<file path="src/rtl/cbd_pkg.sv">
// constants, types and decode function for the conditional branch decoder
package cbd_pkg;

	localparam int PC_W = 12;
	localparam int BYTE_W = 8;
	localparam int PAGE_LSB = 8;

	localparam logic [PC_W-1:0] PC_RESET = 12'h000;
	localparam logic [PC_W-1:0] PC_STEP = 12'h001;
	localparam logic [PC_W-1:0] PC_SKIP = 12'h002;
	localparam logic [PC_W-1:0] PC_TOP = 12'hFFF;
	localparam logic [BYTE_W-1:0] BYTE_ZERO = 8'h00;

	localparam logic [BYTE_W-1:0] OP_JUMP_IF_TEST_ZERO_LOW = 8'h26;
	localparam logic [BYTE_W-1:0] OP_JUMP_IF_TEST_ONE_LOW = 8'h46;
	localparam logic [BYTE_W-1:0] OP_JUMP_IF_ACC_NONZERO = 8'h96;
	localparam logic [BYTE_W-1:0] OP_JUMP_IF_TIMER_OVERFLOW = 8'h16;

	typedef enum logic [4:0] {
		K_NONE = 5'b00001,
		K_TEST_ZERO = 5'b00010,
		K_TEST_ONE = 5'b00100,
		K_ACC = 5'b01000,
		K_TIMER = 5'b10000
	} cbd_kind_t;

	typedef enum logic [1:0] {
		ST_OPCODE = 2'b01,
		ST_ADDRESS = 2'b10
	} cbd_state_t;

	// condition sources, sampled while the address byte is accepted
	typedef struct packed {
		logic test_input_zero;
		logic test_input_one;
		logic [BYTE_W-1:0] acc;
		logic timer_overflow_flag;
	} cbd_cond_t;

	function automatic cbd_kind_t cbd_decode(input logic [BYTE_W-1:0] op);
		cbd_kind_t k;
		k = K_NONE;
		unique case (op)
			OP_JUMP_IF_TEST_ZERO_LOW: k = K_TEST_ZERO;
			OP_JUMP_IF_TEST_ONE_LOW: k = K_TEST_ONE;
			OP_JUMP_IF_ACC_NONZERO: k = K_ACC;
			OP_JUMP_IF_TIMER_OVERFLOW: k = K_TIMER;
			default: k = K_NONE;
		endcase
		return k;
	endfunction

endpackage

</file>
<file path="src/rtl/cbd_branch_decode.sv">
// program counter sequencing for the in-page conditional jumps
`timescale 1ns/1ps
module cbd_branch_decode (
	input wire logic ref_clk_in,
	input wire logic rst_b_in,
	input wire logic fetch_valid_in,
	input wire logic [cbd_pkg::BYTE_W-1:0] fetch_byte_in,
	input wire cbd_pkg::cbd_cond_t cond_in,
	output logic [cbd_pkg::PC_W-1:0] pc_out,
	output logic addr_phase_out,
	output logic branch_done_out,
	output logic branch_taken_out,
	output logic other_op_out,
	output logic [cbd_pkg::BYTE_W-1:0] other_byte_out
);
	import cbd_pkg::*;

	////////////////////////////////////////////////////////////////////////////
	// state

	cbd_state_t state;
	cbd_state_t next_state;
	cbd_kind_t kind_q;
	logic [PC_W-1:0] pc;
	logic [PC_W-1:0] next_pc;
	logic taken;

	////////////////////////////////////////////////////////////////////////////
	// decode and selection

	wire in_opcode = (state == ST_OPCODE);
	wire in_address = (state == ST_ADDRESS);
	wire cbd_kind_t op_kind = cbd_decode(fetch_byte_in);
	wire op_is_branch = (op_kind != K_NONE);
	wire take_opcode = in_opcode & fetch_valid_in;
	wire take_addr = in_address & fetch_valid_in;
	wire start_branch = take_opcode & op_is_branch;
	wire start_other = take_opcode & ~op_is_branch;

	cbd_cond_eval u_cond_eval (
		.kind_in(kind_q),
		.cond_in(cond_in),
		.taken_out(taken)
	);

	// only the low byte is replaced so the target stays on this page
	wire [PC_W-1:0] pc_target = {pc[PC_W-1:PAGE_LSB], fetch_byte_in};
	// pc already points past the opcode, one more step skips the address byte
	wire [PC_W-1:0] pc_inc = pc + PC_STEP;

	always_comb begin
		next_pc = pc;
		next_state = state;
		unique case (state)
			ST_OPCODE: begin
				if (fetch_valid_in) begin
					next_pc = pc_inc;
					if (op_is_branch) begin
						next_state = ST_ADDRESS;
					end
				end
			end
			ST_ADDRESS: begin
				if (fetch_valid_in) begin
					next_state = ST_OPCODE;
					if (taken) begin
						next_pc = pc_target;
					end else begin
						next_pc = pc_inc;
					end
				end
			end
			default: begin
				next_state = ST_OPCODE;
			end
		endcase
	end

	////////////////////////////////////////////////////////////////////////////
	// registers

	always_ff @(posedge ref_clk_in) begin
		if (!rst_b_in) begin
			state <= ST_OPCODE;
			pc <= PC_RESET;
		end else begin
			state <= next_state;
			pc <= next_pc;
		end
	end

	always_ff @(posedge ref_clk_in) begin
		if (!rst_b_in) begin
			kind_q <= K_NONE;
		end else if (start_branch) begin
			kind_q <= op_kind;
		end
	end

	// status pulses are registered so every output comes from a flop
	always_ff @(posedge ref_clk_in) begin
		if (!rst_b_in) begin
			branch_done_out <= 1'b0;
			branch_taken_out <= 1'b0;
			other_op_out <= 1'b0;
			other_byte_out <= BYTE_ZERO;
		end else begin
			branch_done_out <= take_addr;
			branch_taken_out <= take_addr & taken;
			other_op_out <= start_other;
			if (start_other) begin
				other_byte_out <= fetch_byte_in;
			end
		end
	end

	assign pc_out = pc;
	assign addr_phase_out = state[1];
endmodule

</file>
<file path="src/rtl/cbd_cond_eval.sv">
// condition evaluator for the four in-page conditional jumps
`timescale 1ns/1ps
module cbd_cond_eval (
	input wire cbd_pkg::cbd_kind_t kind_in,
	input wire cbd_pkg::cbd_cond_t cond_in,
	output logic taken_out
);
	import cbd_pkg::*;

	wire test_zero_low = ~cond_in.test_input_zero;
	wire test_one_low = ~cond_in.test_input_one;
	wire acc_nonzero = (cond_in.acc != BYTE_ZERO);
	wire timer_set = cond_in.timer_overflow_flag;

	// a non-branch kind never reports taken
	assign taken_out = ((kind_in == K_TEST_ZERO) & test_zero_low) |
		((kind_in == K_TEST_ONE) & test_one_low) |
		((kind_in == K_ACC) & acc_nonzero) |
		((kind_in == K_TIMER) & timer_set);

endmodule

</file>
<file path="config.mk">
export PLATFORM = sky130hd
export DESIGN_NAME = cbd_branch_decode
export DESIGN_NICKNAME = d
export VERILOG_FILES = /design/src/rtl/cbd_pkg.sv /design/src/rtl/cbd_branch_decode.sv /design/src/rtl/cbd_cond_eval.sv
export SDC_FILE = /design/constraint.sdc
export NUM_CORES = 1
export LEC_CHECK = 0
export BUFFER_PORTS_ARGS = -buffer_cell sky130_fd_sc_hd__buf_4
export CORE_MARGIN = 4
export CORE_UTILIZATION = 50
export DETAILED_ROUTE_END_ITERATION = 10
export HOLD_SLACK_MARGIN = 0.12
export PLACE_DENSITY = 0.76
export SETUP_SLACK_MARGIN = 0.1
export SLEW_MARGIN = 0
export SYNTH_ARGS = -nofsm -noshare
export SYNTH_HDL_FRONTEND = slang
export SYNTH_SLANG_ARGS = --single-unit
</file>
<file path="constraint.sdc">
create_clock -name ref_clk_in -period 3.5 [get_ports ref_clk_in]
set_input_delay 0.175 -clock ref_clk_in [delete_from_list [all_inputs] [get_ports ref_clk_in]]
set_output_delay 0.175 -clock ref_clk_in [all_outputs]
set_load 0.03 [all_outputs]
</file>
After elaboration in Yosys (flattened, before gate mapping)
Cells that the tools add are included.

Flip-flop bits (word level): 30. Input port bits: 22. Output and inout bits: 24. Word-level logic and storage cells: 53.

$add $sub $neg: 1. Eq/ne operators: 15. Multiplexer cells: 9. Bitwise gates (word level): 15. Reduce and logical (&&, ||, !) cells: 5.

Operator list (count): 12-bit 2-to-1 mux (3); 12-bit one-hot mux with 2 select lines (1); 5-bit one-hot mux with 4 select lines (1); 12-bit by 1-bit adder with 12-bit output, second input constant (1); 1-bit bitwise AND (9); 8-bit by 5-bit == test with 1-bit output, second input constant (1); 8-bit by 6-bit == test with 1-bit output, second input constant (1); 8-bit by 7-bit == test with 1-bit output, second input constant (1); 8-bit == test, second input constant (1); 8-bit nonzero test (1); 2-bit 2-to-1 mux (3); 2-bit != test, second input constant (3); 3-bit AND reduction (2); 5-bit by 2-bit == test with 1-bit output, second input constant (1); 5-bit by 3-bit == test with 1-bit output, second input constant (1); 5-bit by 4-bit == test with 1-bit output, second input constant (1); 5-bit == test, second input constant (1); 5-bit by 1-bit != test with 1-bit output, second input constant (1); 2-bit one-hot mux with 2 select lines (1); 4-bit AND reduction (1); 1-bit inverter (3); 1-bit bitwise OR (3); 2-bit by 1-bit == test with 1-bit output, second input constant (1); 2-bit == test, second input constant (1); 2 further kinds (2).

Longest topological paths before layout
Gate-level depths: netlist of the first run.

Word-level depth: 8. Depth in mapped cells: 7. Depth with buffers taken out: 6.

Hierarchy
From an unflattened synthesis of the first run, not the netlist that was laid out.

Cell total of the unflattened synthesis: 191. Area, all modules: 1534.0 um^2.

Modules (own cells, without submodules): cbd_branch_decode (instances 1, cells each 180, area each 1461.4 um^2); cbd_cond_eval (instances 1, cells each 11, area each 72.6 um^2).

Worst setup path before layout of the first run
Ideal clock, no wire load.

Path type: register to register. Start point: register state[1]. End point: register kind_q[3]. Arrival: 1663 ps. Required time: 3370 ps. Setup slack: 1707 ps. Stages on the path, launching flop included: 7. Path buffers: 1. Clock period less this slack: 1793 ps. Path through: dfxtp_1 nand2b_1 or3_1 buf_2 a2111o_1 a21oi_1 nor2_1.

Longest elaborated chain between the ends: 3.

RTL lines: start, declared (line cbd_branch_decode.sv:21) `cbd_state_t state;`; start signal, assigned (line cbd_branch_decode.sv:87) `state <= next_state;`; 2-bit by 1-bit == test with 1-bit output (line cbd_branch_decode.sv:31) `wire in_opcode = (state == ST_OPCODE);`; 1-bit bitwise AND (line cbd_branch_decode.sv:35) `wire take_opcode = in_opcode & fetch_valid_in;`; 1-bit bitwise AND (line cbd_branch_decode.sv:37) `wire start_branch = take_opcode & op_is_branch;`; end signal, assigned (line cbd_branch_decode.sv:96) `kind_q <= op_kind;`; end, declared (line cbd_branch_decode.sv:23) `cbd_kind_t kind_q;`.

No other way between the ends. A chain may end at the register's enable or synchronous reset.

Final worst setup path of the first run
Start point: input fetch_byte_in[3] (netlist name). End point: register kind_q[3].

Longest elaborated chain between the ends: 4.

RTL lines: start, declared (line cbd_branch_decode.sv:7) `input wire logic [cbd_pkg::BYTE_W-1:0] fetch_byte_in,`; 8-bit by 5-bit == test with 1-bit output, or another cell as far along (line cbd_pkg.sv:43) `unique case (op)`; 5-bit one-hot mux with 4 select lines (*) (line cbd_pkg.sv:43); 5-bit by 1-bit != test with 1-bit output (line cbd_branch_decode.sv:34) `wire op_is_branch = (op_kind != K_NONE);`; 1-bit bitwise AND (line cbd_branch_decode.sv:37).

Mark *: on every way between the ends. The rest lies on a longest branch, timed or not.

==> results of run 1 <==
## critical path, stage by stage
cell and delay (ns):
dlygate4sd3_1 0.54, buf_4 0.14, nand4bb_1 0.23, or3_1 0.49
a2111o_1 0.43, a21oi_1 0.14, nor2_1 0.05
## per-stage QoR
| step | setup WS (ns) | utilization | area, um^2 | hold slack (ns) | power, mW |
|---|---|---|---|---|---|
| floorplan | 1.71 | - | 1690 | 0.311 | 0.425 |
| global placement | 1.63 | 0.642 | 2030 | 0.450 | 0.468 |
| detailed placement | 1.61 | 0.642 | 2030 | 0.454 | 0.469 |
| CTS | 1.51 | 0.670 | 2110 | 0.142 | 0.658 |
| global route | 1.43 | 0.670 | 2110 | 0.146 | 0.686 |
| finish | 1.51 | 0.670 | 2110 | 0.140 | 0.654 |
## state kept, by name, summed over array words and instances, names as in the netlist
signal	flops
pc_out	12
other_byte_out	8
kind_q	5
state	2
branch_done_out	1
branch_taken_out	1
other_op_out	1
## power breakdown
part | switching, mW | internal [mW]
sequential | 0.00604 | 0.350
clock | 0.118 | 0.0720
combinational | 0.0641 | 0.0441
total | 0.188 | 0.466
## cell type report
type	instances	area [um^2]	area share
Clock buffer	5	37.5	0.0178
Clock inverter	2	10.0	0.00474
Inverter	6	22.5	0.0107
Multi-Input combinational cell	153	1010	0.478
Sequential cell	30	601	0.284
Tap cell	44	55.1	0.0261
Timing Repair Buffer	49	378	0.179
## kinds of logic (layout without fill, tap and decap cells)
family / Yosys count / after routing / share of synthesized area
AOI/OAI and AO/OA: 57 / 57 / 0.258
adders and majority gates: 1 / 1 / 0.00740
DFF: 30 / 30 / 0.355
xor gates and xnor gates: 1 / 1 / 0.00518
buffers and inverters: 18 / 62 / 0.0481
and+or+nand+nor: 91 / 91 / 0.308
muxes: 3 / 3 / 0.0178
## cell usage in the layout (no fill, tap or decap), types with 3 or more instances in the layout
| cell type | n |
|---|---|
| mux2i_1 | 3 |
| nor2b_1 | 4 |
| nand2_1 | 22 |
| clkbuf_4 | 5 |
| a2bb2oi_1 | 3 |
| nor3b_1 | 4 |
| nor3_1 | 3 |
| dfxtp_1 | 30 |
| nor2_1 | 15 |
| and3_1 | 6 |
| nand3_1 | 12 |
| a21oi_2 | 3 |
| a21oi_1 | 12 |
| o21ai_0 | 18 |
| o31ai_1 | 3 |
| buf_4 | 45 |
| inv_1 | 6 |
| nor4_1 | 5 |
| nand4_1 | 3 |
| dlygate4sd3_1 | 4 |
| nand2b_1 | 4 |
## timing repair
| action | 4_1_cts | 5_1_grt |
|---|---|---|
| buffers inserted | 0 | 0 |
| endpoints found under the hold margin | 4 | 0 |
| resized for setup | 0 | 0 |
| hold buffers | 4 | 0 |
## per-layer routing
| metal | global-route usage | share of wire | vias up |
|---|---|---|---|
| met1 | 0.234 | 0.45 | 739 |
| met3 | 0.0731 | 0.081 | 6 |
| li1 | - | - | 819 |
| met4 | 0.0660 | 0.012 | 0 |
| met5 | 0 | 0 | - |
| met2 | 0.318 | 0.46 | 42 |
## synth_stat cells (2+ instances only)
cell	count
o21a_1	2
nand2b_1	4
nor3_1	3
nand2_1	22
nand4_1	3
nor2b_1	4
nor3b_1	4
clkbuf_1	6
nor4_4	2
o31ai_1	3
nand3_1	12
inv_1	6
dfxtp_1	30
a211oi_2	2
a21oi_1	12
mux2i_1	3
nor4_1	5
or3b_2	2
a2111oi_2	2
buf_2	4
and2_1	2
o31a_1	2
o21ai_0	18
o311ai_0	2
a21oi_2	3
nor2_1	15
a2bb2oi_1	3
and3_1	6
## worst min-delay path by stage
stage | slack (ns) | endpoint | depth (start not counted) | startpoint
2_1_floorplan | 0.31 | other_byte_out[0] | 2 | fetch_byte_in[0]
3_5_place_dp | 0.45 | other_byte_out[2] | 3 | fetch_byte_in[2]
6_report | 0.14 | kind_q[4] | 2 | fetch_byte_in[6]
4_1_cts | 0.14 | kind_q[0] | 2 | rst_b_in
3_3_place_gp | 0.45 | other_byte_out[3] | 3 | fetch_byte_in[3]
5_1_grt | 0.15 | kind_q[4] | 2 | fetch_byte_in[6]
==> out/summary.md, run 1 <==
• **leading cell types by total area after synthesis** dfxtp_1 36%, o21ai_0 5.3%, nand2_1 4.9%
• **number of iterations in the first detailed-routing pass** 4
• **post-detailed-placement half-perimeter wirelength** 2870 um
• **RSZ-0062 raised after global routing** false
• **number of warnings printed during yosys synthesis** 0
• **number of different library cells in the post-synthesis netlist** 47
• **final weighted congestion of routability-driven global placement** 0.726
• **DRC violation count after routing** 0
• **launching element of the worst setup path** fetch_byte_in[3]
• **maximum capacitance violations** 0
• **flip-flop and latch count after synthesis** 30
• **clock buffers created by TritonCTS** 5
• **Min-Delay Path Class** input pin to flip-flop
• **non-filler cells, final** 289
• **worst r2r path cells** 5
• **mean cell area of the mapped netlist** 8.42 um^2
• **Critical Path Fanout Max** 10
• **number of enable flip-flop cells after synthesis** 0
• **arrival time at the worst endpoint** 2.19 ns
• **count of antenna-violating nets left after detailed routing** 0
• **required time reported for the critical path endpoint** 3.70 ns
• **maximum ir drop on the vdd rail** 271 uV
• **critical register-to-register path startpoint** state[1]
• **filler instances** 298
• **Clk pin slew, worst setup/hold paths** 0.08 ns
• **core region area** 0.00315 mm^2
• **Site Rows** 20
• **die area** 0.00438 mm^2
• **diode count** 0
• **Syn Inst Count** 201
• **clock latency at the later pin of the worst-skew pair** 0.33 ns
• **PortBufs** 45
• **number of pins exceeding their max-slew limit in the final report** 0
• **power density relative to cell area** 310 mW/mm^2
• **kind of capture point of the worst setup path** flip-flop
• **Hold Fails Final Rpt** 0
• **clk sink count** 30
• **TritonCTS clock tree** built
• **synthesized netlist net count** 224
• **actual slew at the worst max-slew pin** 0.690 ns
• **detail-routed net length per standard cell** 13.7 um
• **cell taking the most area after synthesis** dfxtp_1
• **global-route wire length before repair** 6670 um
• **setup tns final** 0 ns
• **Relative slew margins** 0.540
• **H-tree level count** 2
• **post-synthesis async set-or-reset flop share** 0
• **initial antenna violation count** 0
• **critical setup path kind** input pin to flip-flop
• **largest net degree at the start of global routing** 25
• **overall die width** 66.2 um
• **capturing point of the worst reg2reg path** kind_q[3]
• **timing endpoint of the critical path** kind_q[3]
• **Boundary Pins** 46
• **vias in the first global route** 1523
• **Initial Utilization** 0.537
• **endpoints failing setup** 0
• **buffer type at the clock tree root** clkbuf_4
• **post-synth design cell area** 0.00169 mm^2
• **per-cell via count in the routed design** 5.56
• **area share of the leading cell type in the synthesized netlist** 0.355
• **net total in the final layout** 268
• **clock skew after layout** 0.00758 ns
• **Final Critical Period** 1.99 ns
• **prevailing post-synth register cell** dfxtp_1
• **count of routing violations after the opening detailed-route iteration** 91
• **Worst setup SP type** input pin
• **share of cells above drive strength 1** 0.286
• **P_leak** 0.839 nW
• **Post-Place Cells** 278
• **Detailed Route WL** 3970 um
• **R2R setup slack** 1.69 ns
• **status** finished clean
• **share of the cycle needed by the critical path after routing** 0.569
• **height of the die** 66.2 um
• **share of synthesized area occupied by flip-flops and latches** 0.355
• **maximum count of clock buffers along a single path** 2
• **total congestion overflow** 0
• **area added between synthesis and finish** 24.9%
• **Global Route Usage Sum** 0.195
• **maximum operating frequency** 0.502 GHz
• **via count** 1606
(Power assumes the default switching activity.)
==> run 2: changes to the inputs <==
clock period = 2 ns   (was 3.5 ns; I/O delays follow)
==> out/summary.md, run 2 (synthesized netlist as in run 1, its figures left out) <==
• **status** finished clean
• **Worst setup SP type** input pin
• **vias in the first global route** 1571
• **Global Route Usage Sum** 0.210
• **share of the cycle needed by the critical path after routing** 0.910
• **total congestion overflow** 0
• **global-route wire length before repair** 7090 um
• **critical setup path kind** input pin to flip-flop
• **Buf/Inv on CP** 4
• **PortBufs** 45
• **Clk pin slew, worst setup/hold paths** 0.10 ns
• **Initial Utilization** 0.537
• **count of routing violations after the opening detailed-route iteration** 70
• **Boundary Pins** 46
• **clock buffers created by TritonCTS** 5
• **maximum count of clock buffers along a single path** 2
• **final weighted congestion of routability-driven global placement** 0.776
• **Design Power** 1.33 mW
• **core region area** 0.00315 mm^2
• **setup tns final** 0 ns
• **Hold Fails Final Rpt** 0
• **Final Critical Period** 1.82 ns
• **clk sink count** 30
• **net total in the final layout** 276
• **via count** 1681
• **critical-path cell list** dlygate4sd3_1 > buf_4 > nand4bb_4 > or3_4 > clkbuf_2 > buf_4 > o31a_1 > nor2_1
• **required time reported for the critical path endpoint** 2.27 ns
• **initial antenna violation count** 0
• **Top Family by Delay on Critical Path** buffers and inverters
• **number of pins exceeding their max-slew limit in the final report** 0
• **Critical Path Max Stage Delay** 0.54 ns
• **RSZ-0062 raised after global routing** false
• **DRC violation count after routing** 0
• **most common library cell in the layout ignoring fill and taps** buf_4
• **Detailed Route WL** 4230 um
• **per-cell via count in the routed design** 5.62
• **clock latency at the later pin of the worst-skew pair** 0.34 ns
• **largest net degree at the start of global routing** 25
• **TritonCTS clock tree** built
• **Relative slew margins** 0.549
• **maximum capacitance violations** 0
• **dominant cell type by count on the critical path** buf_4
• **actual slew at the worst max-slew pin** 0.676 ns
• **Min-Delay Path Class** input pin to flip-flop
• **area added between synthesis and finish** 33.9%
• **maximum ir drop on the vdd rail** 457 uV
• **leading cell types in the layout, fill and taps excluded** 47 x buf_4, 30 x dfxtp_1, 22 x nand2_1
• **clock skew after layout** 0.00788 ns
• **height of the die** 66.2 um
• **post-detailed-placement half-perimeter wirelength** 2830 um
• **Critical Path Fanout Max** 6
• **number of iterations in the first detailed-routing pass** 4
• **overall die width** 66.2 um
• **detail-routed net length per standard cell** 14.2 um
• **count of antenna-violating nets left after detailed routing** 0
• **Site Rows** 20
• **endpoints failing setup** 0
• **maximum operating frequency** 0.550 GHz
• **H-tree level count** 2
• **max reg flops** 12
• **buffer type at the clock tree root** clkbuf_4
• **share of cells above drive strength 1** 0.311
• **kind of capture point of the worst setup path** flip-flop
• **die area** 0.00438 mm^2
• **power density relative to cell area** 588 mW/mm^2
• **P_leak** 0.886 nW
• **CP max-delay cell** dlygate4sd3_1
• **arrival time at the worst endpoint** 2.09 ns
==> run 2: repair_timing <==
action                                  4_1_cts  5_1_grt
hold buffers                                  9        0
endpoints found under the setup margin        0       12
buffers inserted                              0        2
resized for setup                             0        7
endpoints found under the hold margin        15        0
==> run 2: worst reg2reg max path, delay by kind of cell, from the launching register on <==
family | cells | cell delay [ns]
mux | 1 | 0.26
flops | 1 | 0.37
simple gates | 1 | 0.22
compound gates | 3 | 0.78
==> run 2: stage by stage <==
stage                     setup WS (ns)  hold slack [ns]  area (um^2)  utilization  std cells
after global routing             0.0869            0.154         2260        0.717        298
after detailed placement          0.194            0.388         2030        0.645        279
after floorplan                   0.207            0.236         1690            -        201
final                             0.181            0.129         2260        0.718        299
after global placement            0.213            0.380         2030        0.645        279
after CTS                         0.117            0.125         2210        0.700        296
==> run 2: area by class of cell <==
cell class / count / area [um^2]
repair buffers: 57 / 448
well taps: 44 / 55.1
flip-flops and latches: 30 / 601
clock inverters: 3 / 45.0
inverters: 6 / 22.5
clock buffers: 5 / 37.5
multi-input cells: 153 / 1050
fillers: 275 / 888
diodes: 1 / 2.50
==> run 2: layer usage <==
| metal | track usage | up-vias | routed length, um |
|---|---|---|---|
| met5 | 0 | - | 0 |
| met4 | 0.0711 | 0 | 68 |
| met3 | 0.0731 | 8 | 341 |
| met2 | 0.352 | 69 | 2070 |
| met1 | 0.248 | 769 | 1750 |
| li1 | - | 835 | - |
==> run 2: worst paths after layout <==
path | from | to | slack [ns] | cells after the start
worst max-delay path | fetch_byte_in[3] | kind_q[1] | 0.18 | 8
worst min-delay path | fetch_byte_in[7] | other_byte_out[7] | 0.13 | 3
worst max register to register | kind_q[3] | pc_out[0] | 0.23 | 5
worst min register to register | other_byte_out[0] | other_byte_out[0] | 0.47 | 2
==> run 2: power by group <==
group	leakage [nW]	switching [mW]	total [mW]	internal, mW
logic	0.605	0.120	0.207	0.0876
clock network	0.0374	0.237	0.499	0.262
registers	0.244	0.0106	0.624	0.613
total	0.886	0.368	1.33	0.963
